--- config.mk ---
export PLATFORM = sky130hd
export DESIGN_NAME = nand_flash_host
export DESIGN_NICKNAME = d
export VERILOG_FILES = /design/src/nand_host_pkg.sv /design/src/nand_flash_host.sv /design/src/nand_sync2.sv
export SDC_FILE = /design/constraint.sdc
export NUM_CORES = 1
export LEC_CHECK = 0
export BUFFER_PORTS_ARGS = -buffer_cell sky130_fd_sc_hd__clkbuf_2
export CAP_MARGIN = 0
export CELL_PAD_IN_SITES_DETAIL_PLACEMENT = 1
export CELL_PAD_IN_SITES_GLOBAL_PLACEMENT = 1
export CORE_UTILIZATION = 42
export CTS_CLUSTER_DIAMETER = 150
export CTS_CLUSTER_SIZE = 40
export DETAILED_ROUTE_END_ITERATION = 10
export PLACE_DENSITY_LB_ADDON = 0.1
export SLEW_MARGIN = 25
export SYNTH_ARGS = -nofsm -noshare
export SYNTH_HDL_FRONTEND = slang
export SYNTH_HIERARCHICAL = 1
export SYNTH_SLANG_ARGS = --single-unit
--- constraint.sdc ---
create_clock -name mclk -period 6.2 [get_ports mclk]
set_clock_uncertainty 0.15 [all_clocks]
set_input_delay 1.24 -clock mclk [delete_from_list [all_inputs] [get_ports mclk]]
set_output_delay 1.24 -clock mclk [all_outputs]
set_load 0.1 [all_outputs]
--- src/nand_host_pkg.sv ---
// package: pin timing, array geometry and command carrier for the nand host controller
package nand_host_pkg;
   // ==========================================================
   // clock and timing
   localparam int unsigned clk_period_ns = 10;
   localparam int unsigned recovery_time_ns = 1000;
   localparam int unsigned recovery_cycles = (recovery_time_ns + clk_period_ns - 1) / clk_period_ns;
   localparam int unsigned strobe_phase_cycles = 3;
   // ==========================================================
   // array geometry
   localparam int unsigned pages_per_block = 32;
   localparam int unsigned cells_per_string = 16;
   localparam int unsigned half_page_bytes = 256;
   localparam int unsigned spare_bytes = 16;
   localparam int unsigned main_words = 256;
   localparam int unsigned spare_words = 8;
   localparam int unsigned addr_cycles = 3;
   // ==========================================================
   // request kinds
   typedef enum logic [2:0] {
      op_cmd = 3'h0,
      op_addr = 3'h1,
      op_wdata = 3'h2,
      op_rdata = 3'h3,
      op_wait_ready = 3'h4
   } op_e;
   typedef struct packed {
      op_e op;
      logic [15:0] data;
   } req_s;
   // pin group driven toward the flash
   typedef struct packed {
      logic chip_select_n;
      logic cmd_latch_strobe;
      logic addr_latch_strobe;
      logic input_strobe_n;
      logic output_strobe_n;
      logic erase_lockout_n;
      logic spare_area_select;
   } pins_s;
endpackage : nand_host_pkg

--- src/nand_flash_host.sv ---
// host controller that sequences nand flash pin-level bus cycles
`timescale 1ns/10ps
module nand_flash_host #(
   parameter int unsigned bus_width = 8,
   parameter int unsigned recovery_count = nand_host_pkg::recovery_cycles,
   parameter int unsigned phase_count = nand_host_pkg::strobe_phase_cycles
) (
   // clock and reset
   input wire logic mclk,
   input wire logic rst,
   // user request
   input wire logic req_valid,
   input wire nand_host_pkg::req_s req,
   output logic req_ready,
   input wire logic write_enable,
   input wire logic skip_spare,
   // read answer
   output logic rsp_valid,
   output logic [15:0] rsp_data,
   // flash pins
   output nand_host_pkg::pins_s pins,
   output logic [15:0] io_out,
   output logic [15:0] io_oe,
   input wire logic [15:0] io_in,
   input wire logic busy_flag_n,
   // status
   output logic flash_ready
);
   initial begin
      if (bus_width != 8 && bus_width != 16) $error("bus_width must be 8 or 16");
      if (phase_count < 2) $error("phase_count must be at least 2");
      if (phase_count > 65535) $error("phase_count must fit the 16-bit timer");
      if (recovery_count > 65535) $error("recovery_count must fit the 16-bit timer");
      if (nand_host_pkg::addr_cycles < 1 || nand_host_pkg::addr_cycles > 4)
         $error("addr_cycles must fit the 2-bit address counter");
   end

   // ==========================================================
   // sequencer states
   typedef enum logic [5:0] {
      st_power = 6'b00_0001,
      st_idle = 6'b00_0010,
      st_setup = 6'b00_0100,
      st_strobe = 6'b00_1000,
      st_hold = 6'b01_0000,
      st_wait = 6'b10_0000
   } state_e;

   // ==========================================================
   // state and timers
   state_e state_q;
   logic [15:0] timer_q;
   nand_host_pkg::req_s cur_q;
   logic [1:0] addr_idx_q;
   logic rb_sync;
   logic [15:0] io_sync;
   logic busy_n;
   logic timer_done;
   logic addr_open;
   logic rd_sample;

   // ==========================================================
   // input synchronisers
   nand_sync2 #(.width(1)) u_rb_sync (
      .mclk(mclk),
      .rst(rst),
      .async_in(busy_flag_n),
      .sync_out(rb_sync)
   );
   nand_sync2 #(.width(16)) u_io_sync (
      .mclk(mclk),
      .rst(rst),
      .async_in(io_in),
      .sync_out(io_sync)
   );
   assign busy_n = rb_sync;
   assign timer_done = (timer_q == 16'h0000);
   // an address sequence stays open until all of its cycles have been sent or a command, read or write request completes
   assign addr_open = (addr_idx_q != 2'h0);
   // sample at end of low phase, after output access delay
   assign rd_sample = (state_q == st_strobe) && timer_done &&
      (cur_q.op == nand_host_pkg::op_rdata);

   function automatic logic [15:0] lane_mask(input nand_host_pkg::op_e op);
      if (op == nand_host_pkg::op_wdata && bus_width == 16) lane_mask = 16'hffff;
      else lane_mask = 16'h00ff;
   endfunction : lane_mask

   // ==========================================================
   // sequencer
   always_ff @(posedge mclk) begin
      if (rst) begin
         state_q <= st_power;
         timer_q <= 16'(recovery_count);
         cur_q <= '0;
      end else begin
         unique case (state_q)
            st_power: begin
               if (timer_done) state_q <= st_idle;
               else timer_q <= timer_q - 16'h0001;
            end
            st_idle: begin
               if (req_valid) begin
                  cur_q <= req;
                  timer_q <= 16'(phase_count - 1);
                  if (req.op == nand_host_pkg::op_wait_ready) state_q <= st_wait;
                  else state_q <= st_setup;
               end
            end
            st_setup: begin
               if (timer_done) begin
                  timer_q <= 16'(phase_count - 1);
                  state_q <= st_strobe;
               end else timer_q <= timer_q - 16'h0001;
            end
            st_strobe: begin
               if (timer_done) begin
                  timer_q <= 16'(phase_count - 1);
                  state_q <= st_hold;
               end else timer_q <= timer_q - 16'h0001;
            end
            st_hold: begin
               if (timer_done) state_q <= st_idle;
               else timer_q <= timer_q - 16'h0001;
            end
            st_wait: begin
               // busy flag lags the last strobe; the phase delay covers that gap
               if (timer_done) begin
                  if (busy_n) state_q <= st_idle;
               end else timer_q <= timer_q - 16'h0001;
            end
         endcase
      end
   end

   // ==========================================================
   // address cycle count
   always_ff @(posedge mclk) begin
      if (rst) addr_idx_q <= 2'h0;
      else if (state_q == st_hold && timer_done) begin
         if (cur_q.op == nand_host_pkg::op_addr) begin
            if (addr_idx_q == 2'(nand_host_pkg::addr_cycles - 1)) addr_idx_q <= 2'h0;
            else addr_idx_q <= addr_idx_q + 2'h1;
         end else addr_idx_q <= 2'h0;
      end
   end

   // ==========================================================
   // pin drive
   always_ff @(posedge mclk) begin
      if (rst) begin
         pins.chip_select_n <= 1'b1;
         pins.cmd_latch_strobe <= 1'b0;
         pins.addr_latch_strobe <= 1'b0;
         pins.input_strobe_n <= 1'b1;
         pins.output_strobe_n <= 1'b1;
         pins.erase_lockout_n <= 1'b0;
         pins.spare_area_select <= 1'b0;
         io_out <= 16'h0000;
         io_oe <= 16'h0000;
      end else begin
         // lockout stays low through the power wait whatever the user asks
         pins.erase_lockout_n <= (state_q != st_power) && write_enable;
         pins.spare_area_select <= skip_spare;
         // select held low outside power-up, across busy waits too
         pins.chip_select_n <= (state_q == st_power);
         if (state_q == st_idle && req_valid && req.op != nand_host_pkg::op_wait_ready) begin
            pins.cmd_latch_strobe <= (req.op == nand_host_pkg::op_cmd);
            pins.addr_latch_strobe <= (req.op == nand_host_pkg::op_addr);
            if (req.op != nand_host_pkg::op_rdata) begin
               io_out <= req.data & lane_mask(req.op);
               io_oe <= lane_mask(req.op);
            end else io_oe <= 16'h0000;
         end else if (state_q == st_setup && timer_done) begin
            if (cur_q.op == nand_host_pkg::op_rdata) pins.output_strobe_n <= 1'b0;
            else pins.input_strobe_n <= 1'b0;
         end else if (state_q == st_strobe && timer_done) begin
            pins.input_strobe_n <= 1'b1;
            pins.output_strobe_n <= 1'b1;
         end else if (state_q == st_hold && timer_done) begin
            pins.cmd_latch_strobe <= 1'b0;
            pins.addr_latch_strobe <= 1'b0;
            io_oe <= 16'h0000;
         end
      end
   end

   // ==========================================================
   // read capture and handshake outputs
   always_ff @(posedge mclk) begin
      if (rst) begin
         rsp_valid <= 1'b0;
         rsp_data <= 16'h0000;
         req_ready <= 1'b0;
         flash_ready <= 1'b0;
      end else begin
         rsp_valid <= rd_sample;
         if (rd_sample) rsp_data <= (bus_width == 16) ? io_sync : {8'h00, io_sync[7:0]};
         req_ready <= (state_q == st_idle) && !req_valid;
         // low mid-address too, warning a user off a command on a partial address; req_ready does not block one
         flash_ready <= busy_n && (state_q != st_power) && !addr_open;
      end
   end
endmodule : nand_flash_host

--- src/nand_sync2.sv ---
// two-flop synchroniser for pins from outside the clock domain
`timescale 1ns/10ps
module nand_sync2 #(
   parameter int unsigned width = 1
) (
   // clock and reset
   input wire logic mclk,
   input wire logic rst,
   // async in, synchronised out
   input wire logic [width-1:0] async_in,
   output logic [width-1:0] sync_out
);
   logic [width-1:0] meta_q;
   always_ff @(posedge mclk) begin
      if (rst) begin
         meta_q <= '1;
         sync_out <= '1;
      end else begin
         meta_q <= async_in;
         sync_out <= meta_q;
      end
   end
endmodule : nand_sync2

Yosys cells after proc, flatten, opt, wreduce, memory -nomap -nowiden
Cells that the tools add are included.
{"block": "classes", "n_eq_ne": 25, "n_mux": 30, "reduce_logical": 27, "n_bitwise": 2, "n_addsub": 2}
{"operator": "two-way mux 16 bit", "count": 10}
{"operator": "case mux 16 bit (3 select lines)", "count": 1}
{"operator": "two-way mux 6 bit", "count": 7}
{"operator": "case mux 6 bit (5 select lines)", "count": 1}
{"operator": "AND 16 bit", "count": 1}
{"operator": "logical NOT 16 bit", "count": 1}
{"operator": "two-way mux 2 bit", "count": 8}
{"operator": "!= test 2 bit (second input constant)", "count": 8}
{"operator": "subtractor 16 x 1 -> 16 bit (second input constant)", "count": 1}
{"operator": "logical AND 1 bit", "count": 10}
{"operator": "AND reduction 3 bit", "count": 3}
{"operator": "two-way mux 8 bit", "count": 1}
{"operator": "== test 3 x 1 -> 1 bit (second input constant)", "count": 2}
{"operator": "== test 6 x 1 -> 1 bit (second input constant)", "count": 1}
{"operator": "== test 6 x 2 -> 1 bit (second input constant)", "count": 1}
{"operator": "== test 6 x 3 -> 1 bit (second input constant)", "count": 1}
{"operator": "== test 6 x 4 -> 1 bit (second input constant)", "count": 1}
{"operator": "== test 6 x 5 -> 1 bit (second input constant)", "count": 1}
{"operator": "== test 6 bit (second input constant)", "count": 1}
{"operator": "!= test 2 x 1 -> 1 bit (second input constant)", "count": 3}
{"operator": "!= test 6 x 1 -> 1 bit (second input constant)", "count": 1}
{"operator": "AND reduction 2 bit", "count": 3}
{"operator": "AND reduction 6 bit", "count": 1}
{"operator": "nonzero test 2 bit", "count": 3}
{"operator": "12 further kinds", "count": 15}
{"block": "word_totals", "output_inout_bits": 58, "elab_cells": 107, "in_bits": 41, "register_bits": 95}

Longest topological paths before layout
Gate-level depths: netlist of run 1.
{"block": "depth", "ltp_word": 6, "mapped_depth": 9, "mapped_depth_nobuf": 7}

By module
Netlist of run 1, hierarchy kept.
{"module": "nand_flash_host", "seq_area_each_um2": 1081.0, "area_per_inst_um2": 2706.3, "instances": 1, "cells_each": 313}
{"module": "nand_sync2 (u_io_sync)", "seq_area_each_um2": 640.6, "area_per_inst_um2": 874.6, "instances": 1, "cells_each": 67}
{"module": "nand_sync2 (u_rb_sync)", "seq_area_each_um2": 40.0, "area_per_inst_um2": 52.6, "instances": 1, "cells_each": 4}

Least setup slack after synthesis of run 1
OpenSTA, ideal clock, no wires.
{"block": "synth_timing", "path_kind": "register to output", "start": "reg, netlist name io_oe[6]", "end": "out io_oe[1]", "path_buffers": 1, "arrival_ps": 1481, "required_ps": 4810, "path_stages_with_launch": 2, "slack_ps": 3329, "path_cell_list": "dfxtp_1 buf_4"}
{"element": "end, declared", "line_no": "nand_flash_host.sv:23", "text": "output logic [15:0] io_oe,"}

Worst setup path in the final report of run 1
{"block": "layout_timing", "start": "in req_valid", "end": "reg timer_q[15]"}
{"block": "layout_via", "elab_chain_cells": 2}
{"element": "start, declared", "line_no": "nand_flash_host.sv:12", "text": "input wire logic req_valid,"}
{"element": "!= test 2 bit (no line)"}
{"element": "AND reduction 2 bit (no line)"}
{"element": "end signal, assigned", "line_no": "nand_flash_host.sv:94", "text": "timer_q <= 16'(recovery_count);"}
{"element": "end signal, assigned", "line_no": "nand_flash_host.sv:100", "text": "else timer_q <= timer_q - 16'h0001;"}
{"element": "end signal, assigned", "line_no": "nand_flash_host.sv:105", "text": "timer_q <= 16'(phase_count - 1);"}
{"element": "end, declared", "line_no": "nand_flash_host.sv:52", "text": "logic [15:0] timer_q;"}
Every way passes these cells.
A chain may end at the register's enable or synchronous reset.

==> results.txt, run 1 <==
* Number of setup violations in the final report: 0
* Clock-pin transition on the worst setup and hold timing paths: 0.08 ns
- The floorplan has 31 rows.
* Endpoints failing hold: 0
- The detail route stage leaves a number of antenna-violating nets equal to 0.
- In the final timing run, aggregate negative setup slack is 0 ns.
* Maximum number of pins on one net before global-route repair: 58
- Number of antenna violations at the first check in global routing: 0
* Critical Path Source Type: primary input
- Number of vias in the routed layout: 2,522
* Largest voltage drop on the vdd net: 149 µV
- Post-CTS repair changed the size of 0 cells.
- Sum of overflow across all layers after global routing: 0
* Finished layout cell area: 3580 µm²
* Area added between synthesis and finish: 11.3%
- Root Buffer Master: sky130_fd_sc_hd__clkbuf_8
- Total wire length after detailed routing: 6860 µm
- The number of antenna diodes in the final layout is 0.
- Element type at the critical path end: flop
* Num Clock Sinks: 72
- Post-layout instance count excluding filler cells: 497
- In this run the mean area of a mapped cell was 9.13 µm².
- In this run the static leakage power is 1.47 nW.
- Data required time at the worst endpoint: 6.33 ns
- The first TritonRoute pass finished after 4 iterations.
* Port-buffer cells: 58
* Status: completed
* Core Region: 7330 µm²
- Critical Setup Path Class: in -> reg
- Number of buffers created by CTS: 9
- The post-route netlist has 21.1% of its cells at a drive strength greater than 1.
* Worst Max-Slew Pin Slew: 0.643 ns
* Signal arrival time at the worst endpoint: 2.99 ns
* Maximum clock frequency: 0.349 GHz
- Initial core utilization: 43.8%
* Relative slew margins: 56.6%
- Summing internal, switching and leakage power gives 0.00149 W.
* Total die area: 8000 µm²
- The cell area that synthesis handed to floorplanning was 3210 µm².
- Class of the worst hold path: reg -> reg
- For this run, design rule violations remaining after detail routing come to 0.
- In the global route stage, overall resource usage came out at 18.6%.
- The first global-routing pass estimated 11,300 µm of wire.
- The clock reaches the later pin of the worst-skew pair after 0.35 ns.
- Clock tree from TritonCTS: done
* Placed Cells incl. Taps: 481
* Part of the cycle the worst path needs: 46.2%
* Number of buffers inserted by post-CTS setup repair: 0
- Clk buf depth: 2
- The Yosys step of the flow raised 6 warnings.
* Die Wd: 89.5 µm
- CTS built an H-tree with a depth of 3.
- Peak fanout along the critical path: 12
* Post-layout min period: 2.87 ns
* Vias in the first global route: 2,376
- Setup repair after global routing left no endpoint under its margin.
- Final slew viol count: 0
* WL/cell: 13.8 µm
- The placed instances occupy a cell area of 3390 µm².
- Cell Pwr Density: 417 nW/µm²
- Cts hold-fix bufs: 0
* Net count reported at finish: 435
* Half-perimeter wire length of the detailed placement result: 4870 µm
* IO Pins: 99
- After the first detailed-routing iteration, the DRC count stood at 63.
* Cell count after synthesis: 352
* Detailed-route vias per instance: 5.07
* Die outline height: 89.5 µm
* Routability cong.: 0.729
- Total of max-cap violations: 0
-- metrics by stage --
step                util, %  setup slack (ns)  hold WS, ns
floorplan                 -              3.33        0.233
global placement       46.2              3.01        0.235
detailed placement     46.2              2.98        0.242
CTS                    48.8              3.34        0.262
global route           48.8              3.15        0.273
finish                 48.8              3.33        0.259
-- final cells by class --
cell class                      instances  area (µm²)
Inverter                                4        15.0
Clock buffer                           10         138
Tap cell                               99         124
Multi-Input combinational cell        246        1500
Sequential cell                        72        1440
Fill cell                             889        3750
Clock inverter                          6        50.0
Timing Repair Buffer                   60         305
-- cells in the final DEF (no fill, tap or decap), types with 4 or more instances in the layout --
cell type and instances:
sky130_fd_sc_hd__conb_1 24, sky130_fd_sc_hd__inv_1 4, sky130_fd_sc_hd__nor3b_1 5, sky130_fd_sc_hd__dfxtp_1 72, sky130_fd_sc_hd__nor4_1 6, sky130_fd_sc_hd__o211ai_1 4, sky130_fd_sc_hd__xor2_1 8, sky130_fd_sc_hd__clkbuf_8 10
sky130_fd_sc_hd__clkbuf_2 58, sky130_fd_sc_hd__nor3_1 10, sky130_fd_sc_hd__or2_1 18, sky130_fd_sc_hd__o21ai_0 6, sky130_fd_sc_hd__a21oi_1 14, sky130_fd_sc_hd__and2_1 4, sky130_fd_sc_hd__or3_1 4, sky130_fd_sc_hd__or4_1 4
sky130_fd_sc_hd__nand2_1 11, sky130_fd_sc_hd__mux2i_1 20, sky130_fd_sc_hd__and3_1 4, sky130_fd_sc_hd__nand3_1 9, sky130_fd_sc_hd__nor2_1 45
-- flip-flops by register name, summed over array words and instances (netlist names), 3 cells and up --
name and count:
u_io_sync/sync_out 8, pins 7, state_q 6, rsp_data 8, cur_q 3, u_io_sync/meta_q 8
timer_q 16, io_out 8
-- worst max-delay path, cell delays in order --
cell and delay, ns:
sky130_fd_sc_hd__clkbuf_2 0.10, sky130_fd_sc_hd__nor3_1 0.07, sky130_fd_sc_hd__nand2_1 0.36, sky130_fd_sc_hd__or3b_1 0.56, sky130_fd_sc_hd__or4_1 0.52, sky130_fd_sc_hd__a21oi_1 0.15
-- routing by layer --
| layer | track usage, % | wire [µm] |
|---|---|---|
| met5 | 0 | 0 |
| met4 | 7.79 | 94 |
| met3 | 5.54 | 244 |
| met2 | 29.6 | 3270 |
| met1 | 23.5 | 3250 |
-- power by group --
part	total, W	internal, W	switching (W)
registers	0.000587	0.000516	0.0000717
logic	0.000559	0.000161	0.000397
clock network	0.000345	0.000160	0.000185
total	0.00149	0.000837	0.000655
-- path summary, 6_finish.rpt --
check | cells after the start | slack [ns] | startpoint | to
setup / recovery | 6 | 3.33 | req_valid | timer_q[15]
hold / removal | 1 | 0.26 | u_io_sync/meta_q[6] | u_io_sync/sync_out[6]
setup reg to reg | 7 | 3.49 | timer_q[0] | timer_q[14]
hold reg to reg | 1 | 0.26 | u_io_sync/meta_q[6] | u_io_sync/sync_out[6]
(Power assumes the default switching activity.)
==> inputs of run 2 (changes only) <==
--- a/config.mk
+++ b/config.mk
@@ -9,7 +9,7 @@
 export CAP_MARGIN = 0
 export CELL_PAD_IN_SITES_DETAIL_PLACEMENT = 1
 export CELL_PAD_IN_SITES_GLOBAL_PLACEMENT = 1
-export CORE_UTILIZATION = 42
+export CORE_UTILIZATION = 35
 export CTS_CLUSTER_DIAMETER = 150
 export CTS_CLUSTER_SIZE = 40
 export DETAILED_ROUTE_END_ITERATION = 10
==> constraint.sdc (replaced) <==
create_clock -name mclk -period 2.6 [get_ports mclk]
set_clock_uncertainty 0.15 [all_clocks]
set_input_delay 0.52 -clock mclk [delete_from_list [all_inputs] [get_ports mclk]]
set_output_delay 0.52 -clock mclk [all_outputs]
set_load 0.1 [all_outputs]
==> run 2 against run 1 <==
  * The run now ends with design-rule violations left
  * Register-to-register slack worse by 3.2 ns
  * Critical endpoint unchanged
  * Critical path type is now reg -> reg
  * Wire length rose by 5.2%
  * Design area rose by 4.1%
  * Via count rose by 2.3%
  * Core utilization fell by 6.5 points
  * Sequential power is 130% higher
  * Global-route usage down 3.1 points
  * Highest routed layer unchanged
==> results.txt, run 2 (synthesized netlist as in run 1, its figures left out) <==
- Pre-Repair DR Iteration Count: 7
- Summing over every cut layer, the via total after detailed routing is 2,579.
- For the final routed database, the setup TNS stands at 0 ns.
- The wire-length estimate of the detail-placed layout is 5180 µm.
* Part of the cycle the worst path needs: 90.6%
- The final reports fail on design-rule violations.
- PostCTS Resize Cnt: 0
- Worst Slack Setup Final: 0.245 ns
- The flow ran to the end, but the final reports show violations.
* Class of the worst hold path: in -> reg
* Kind of cell adding the most delay to the critical path: simple AND/OR/NAND/NOR gates
* Area added between synthesis and finish: 15.9%
* Die outline height: 97.8 µm
* Number of buffer and inverter instances along the worst setup path: 0
- Clock-pin slew was measured on the worst setup and hold paths at 0.08 ns.
- Traced cell by cell, the critical path runs through or4_1 -> or4_1 -> or4_1 -> a21oi_1.
- More flip-flops sit in one register than any other, and that register is timer_q.
- Summed over all cells, the static leakage comes to 1.56 nW.
- Global routing used 15.5% of the available tracks across all layers.
- Buffers inserted to repair hold after CTS numbered 0.
* Sum of overflow across all layers after global routing: 0
- Peak fanout along the critical path: 8
- Unrepaired setup endpoints after global routing: false
- For the pin with the worst max-slew slack, the measured transition is 0.576 ns.
* Total die area: 9570 µm²
- Delay contributed by the slowest stage of the critical path: 0.69 ns
- Entering global routing, the biggest net connects 24 pins.
- Routability cong.: 0.777
* Number of H-tree levels: 3
- Derived from the worst setup path, the maximum achievable clock frequency is 0.425 GHz.
* Most frequent cell on the critical path: sky130_fd_sc_hd__or4_1
* Total wire length after detailed routing: 7220 µm
- Signal arrival time at the worst endpoint: 2.48 ns
- Fill cells in the final layout number 1,048.
* Port-buffer cells: 58
- Net count reported at finish: 449
* Cell Pwr Density: 1020 nW/µm²
* Core Region: 8810 µm²
- Data required time at the worst endpoint: 2.72 ns
* Share of the core filled with cells: 42.3%
- IO Pins: 99
- Worst slack at placement: 0.262 ns
* Initial core utilization: 36.5%
- Number of antenna violations at the first check in global routing: 0
- CTS placed an instance of sky130_fd_sc_hd__clkbuf_8 at the clock tree root.
* Critical Setup Path Class: reg -> reg
- Total of max-cap violations: 0
* Number of buffers inserted by post-CTS setup repair: 0
* Max stage delay cell, worst path: sky130_fd_sc_hd__or4_1
- Most frequent standard cell in the layout excluding fill and tap cells: sky130_fd_sc_hd__dfxtp_1
- Remaining design rule violation count: 8
* Critical Path Source Type: flop
* Detailed-route vias per instance: 4.96
- STA classifies the critical path endpoint as a flop.
- Number of buffers created by CTS: 9
* Clk buf depth: 2
* WL/cell: 13.9 µm
* Floorplan row count: 34
- Number of setup violations in the final report: 0
- The detail route stage leaves a number of antenna-violating nets equal to 0.
- The register with the most flip-flops in the layout has 16 of them.
- Final-layout worst hold slack: 0.204 ns
- Later-pin clock latency in the skew report: 0.34 ns
* Iteration-0 DRC count of the detailed router: 79
- Clock tree from TritonCTS: done
- Wire length of the first global-routing pass: 12,000 µm
- Slack of the worst reg-to-reg path: 0.25 ns
* Largest voltage drop on the vdd net: 295 µV
- CTS saw 72 sinks.
- In the layout the commonest cells are sky130_fd_sc_hd__dfxtp_1, sky130_fd_sc_hd__clkbuf_2, sky130_fd_sc_hd__nor2_1.
- In this run the horizontal extent of the chip is 97.8 µm.
* Proportion of layout cells with a drive suffix above 1: 23.8%
- Post-layout min period: 2.35 ns
* Vias in the first global route: 2,517
* Count of inserted antenna diode cells: 0
- The number of failing hold endpoints at the final stage came to 0.
- The worst pin sits at a relative slew slack of 61.5%.
- The final max-slew violation count is 0.
## run 2: area by class of cell
cell class	count	area, µm²	share of cell area, %
sequential	72	1440	38.7
tap	108	135	3.63
multi-input combinational	246	1500	40.4
clock inverter	7	95.1	2.55
timing repair buffer	74	410	11.0
clock buffer	9	124	3.33
inverter	4	15.0	0.403
## run 2: per-layer routing
metal / track usage (%) / share of wire, %
met5: 0 / 0
met4: 6.53 / 1.5
met3: 3.87 / 4.5
met2: 25.4 / 46
met1: 19.6 / 48
## run 2: power breakdown
part | internal (W) | total [W] | switching (W)
sequential | 0.00123 | 0.00133 | 0.000103
clock | 0.000542 | 0.000982 | 0.000440
combinational | 0.000463 | 0.00149 | 0.00103
total | 0.00223 | 0.00381 | 0.00157
## run 2: stage by stage
| step | power [W] | cells | area [µm²] |
|---|---|---|---|
| after floorplan | 0.00253 | 375 | 3300 |
| after global placement | 0.00284 | 504 | 3500 |
| after detailed placement | 0.00286 | 504 | 3500 |
| after CTS | 0.00386 | 520 | 3720 |
| after global routing | 0.00404 | 520 | 3720 |
| final | 0.00381 | 520 | 3720 |
## run 2: path summary, 6_finish.rpt
check | endpoint | from | depth (start not counted)
max | timer_q[15] | timer_q[6] | 4
max reg2reg | timer_q[15] | timer_q[6] | 4
min | u_io_sync/meta_q[2] | io_in[2] | 2
min reg2reg | u_io_sync/sync_out[2] | u_io_sync/meta_q[2] | 1
## run 2: worst register-to-register path, cell delays in order (launching register included)
cell	delay (ns)
sky130_fd_sc_hd__dfxtp_1	0.37
sky130_fd_sc_hd__or4_1	0.69
sky130_fd_sc_hd__or4_1	0.53
sky130_fd_sc_hd__or4_1	0.40
sky130_fd_sc_hd__a21oi_1	0.15
==> inputs of run 3 (changes only) <==
--- a/config.mk
+++ b/config.mk
@@ -13,7 +13,7 @@
 export CTS_CLUSTER_DIAMETER = 150
 export CTS_CLUSTER_SIZE = 40
 export DETAILED_ROUTE_END_ITERATION = 10
-export PLACE_DENSITY_LB_ADDON = 0.1
+export PLACE_DENSITY = 0.8
 export SLEW_MARGIN = 25
 export SYNTH_ARGS = -nofsm -noshare
 export SYNTH_HDL_FRONTEND = slang
==> run 3 against run 2 <==
  * The flow still finishes with violations (design-rule violations)
  * Combinational power shrank 3%
  * Sequential share of layout area grew 0.50 points
  * Worst setup slack lost 0.044 ns
  * Worst hold slack lost 0.024 ns
  * Sequential cell count is the same
  * Clock-buffer cell count is the same
  * Largest power group unchanged
  * Die area is the same
==> results.txt, run 3 (synthesized netlist as in run 1, its figures left out) <==
- The clock period could shrink to 2.40 ns.
- The repair_antennas step left the layout with diodes totalling 0.
- The cell sitting at the root of the clock tree is a sky130_fd_sc_hd__clkbuf_8.
- Crit. Startpoint: timer_q[6]
- STA puts the critical path data arrival time at 2.50 ns.
- Number of buffer and inverter instances along the worst setup path: 0
- Delay contributed by the slowest stage of the critical path: 0.69 ns
* Element type at the critical path end: flop
- Routed Antenna Nets: 0
* Proportion of layout cells with a drive suffix above 1: 23.4%
* Half-perimeter wire length of the detailed placement result: 5440 µm
- Combinational share of power: 39.6%
- Die Wd: 97.8 µm
* Num Clock Sinks: 72
* Number of setup violations in the final report: 0
- Net count reported at finish: 447
- The total overflow left after global routing is 0.
- The via count of the first global-routing pass came to 2,665.
- TritonCTS built the clock tree.
- Relative slew margins: 59.4%
* Initial core utilization: 36.5%
* Wire length of the first global-routing pass: 12,800 µm
- Net switching is 44.6% of the power.
* Cts hold-fix bufs: 0
* Pre-Repair DR Iteration Count: 7
* Number of antenna violations at the first check in global routing: 0
* Area of combinational cells with multiple inputs: 1500 µm²
- Pin placement for this block handled 99 I/O pins.
- Total wire length after detailed routing: 7590 µm
- Cell internal power was estimated by the tool at 0.00203 W.
* Net switching power of the design: 0.00163 W
- The floorplan step defined a core boundary enclosing 8810 µm².
- The worst hold path begins at io_in[5].
- Launch instance of the worst register-to-register path: timer_q[6]
- Iteration-0 DRC count of the detailed router: 125
- Global routing used 16.8% of the available tracks.
- In the final layout, flip-flops and latches occupy 1440 µm².
- Relative contribution of sequential cells to total power: 37.3%
- Status: finished with violations
- Data required time at the worst endpoint: 2.70 ns
- Share of the core filled with cells: 41.7%
* Endpoints failing hold: 0
- After detailed routing, the number of remaining DRC violations is 2.
* Total negative slack: 0 ns
- The slowest stage of the critical path belongs to the cell sky130_fd_sc_hd__or4_1.
- Worst Max-Slew Pin Slew: 0.601 ns
- Kind of cell adding the most delay to the critical path: simple AND/OR/NAND/NOR gates
- PostCTS Resize Cnt: 0
* Routability cong.: 0.792
- Die outline height: 97.8 µm
- Worst-path cell chain: or4_1 -> nor3_2 -> and2_1 -> nor2_1 -> a221o_1
- Class of the worst hold path: in -> reg
- After clock tree synthesis, the clock-pin slew on the worst setup and hold paths is 0.09 ns.
- Total of max-cap violations: 0
- Max FFs per register: 16
* Largest voltage drop on the vdd net: 331 µV
- Number of vias in the routed layout: 2,628
- The filler cells instantiated in the layout total 1,059.
- Per report_power, the clock group accounts for 23.1% of the total.
- The final max-slew violation count is 0.
- Most frequent cells in the layout: sky130_fd_sc_hd__dfxtp_1, sky130_fd_sc_hd__clkbuf_2, sky130_fd_sc_hd__nor2_1
* Area added between synthesis and finish: 14.4%
* Unrepaired setup endpoints after global routing: false
* Maximum number of pins on one net before global-route repair: 28
- The library cell used most frequently in the layout, excluding fill and tap cells, is sky130_fd_sc_hd__dfxtp_1.
- The final reports fail on design-rule violations.
- For this run, the top clock speed supported by timing is 0.417 GHz.
- The clock passes through at most 2 buffers.
- The H-tree was split into 3 levels.
* Critical Path Source Type: flop
- In this run the core area contains 34 standard-cell rows.
- TritonCTS created 9 clock buffers.
- Along the worst path, the maximum fanout reaches 8.
* Total die area: 9570 µm²
- Number of buffers inserted by post-CTS setup repair: 0
- The clock reaches the later pin of the worst-skew pair after 0.36 ns.
- Summed over all cells, the static leakage comes to 1.52 nW.
* Detailed-route vias per instance: 5.07
* Part of the cycle the worst path needs: 92.3%
* WL/cell: 14.7 µm
* Cell Pwr Density: 996 nW/µm²
- The register with the most flip-flops in the final layout is timer_q.
- In this run the tool buffered the top-level ports with 58 buffer cells.
- Critical Setup Path Class: reg -> reg
[run 3: cell count changes in the layout (fill, tap and decap cells not counted)]
cell	change
sky130_fd_sc_hd__buf_4	-2
sky130_fd_sc_hd__bufinv_16	-2
sky130_fd_sc_hd__clkinv_2	-2
sky130_fd_sc_hd__clkinvlp_4	+2
sky130_fd_sc_hd__inv_8	+2
[run 3: routing by layer]
metal / routed length, µm / share of wire (%) / vias up / global-route usage (%)
met2: 3770 / 50 / 66 / 28.4
li1: - / - / 1279 / -
met1: 3340 / 44 / 1271 / 20.5
met3: 362 / 4.8 / 12 / 4.37
met4: 120 / 1.6 / 0 / 6.29
met5: 0 / 0 / - / 0
[run 3: worst paths after layout]
kind	slack (ns)	end	depth (start not counted)
worst max-delay path	0.20	timer_q[6]	5
worst min-delay path	0.18	u_io_sync/meta_q[5]	2
worst max register to register	0.20	timer_q[6]	5
worst min register to register	0.26	u_io_sync/sync_out[4]	1
[run 3: final cells by class]
class / instances / area share, %
clock buffers: 9 / 3.37
clock inverters: 7 / 1.70
inverters: 4 / 0.408
multi-input cells: 246 / 40.9
flip-flops and latches: 72 / 39.2
well taps: 108 / 3.68
repair buffers: 72 / 10.8
[run 3: through the flow]
stage / instance area (µm²) / cells / total power (W) / hold slack (ns) / worst slack [ns]
finish: 3680 / 518 / 0.00366 / 0.180 / 0.201
global route: 3680 / 518 / 0.00389 / 0.176 / 0.0224
CTS: 3680 / 518 / 0.00368 / 0.170 / 0.205
detailed placement: 3490 / 502 / 0.00282 / 0.244 / 0.209
global placement: 3490 / 502 / 0.00276 / 0.235 / 0.283
floorplan: 3300 / 375 / 0.00253 / 0.233 / 0.386
[run 3: power by group through the flow]
stage | clock [W] | combinational [W] | sequential, W
5_1_grt | 0.000919 | 0.00158 | 0.00138
3_5_place_dp | 0 | 0.00143 | 0.00139
6_report | 0.000847 | 0.00145 | 0.00137
3_3_place_gp | 0 | 0.00138 | 0.00138
2_1_floorplan | 0 | 0.00106 | 0.00147
4_1_cts | 0.000866 | 0.00145 | 0.00136
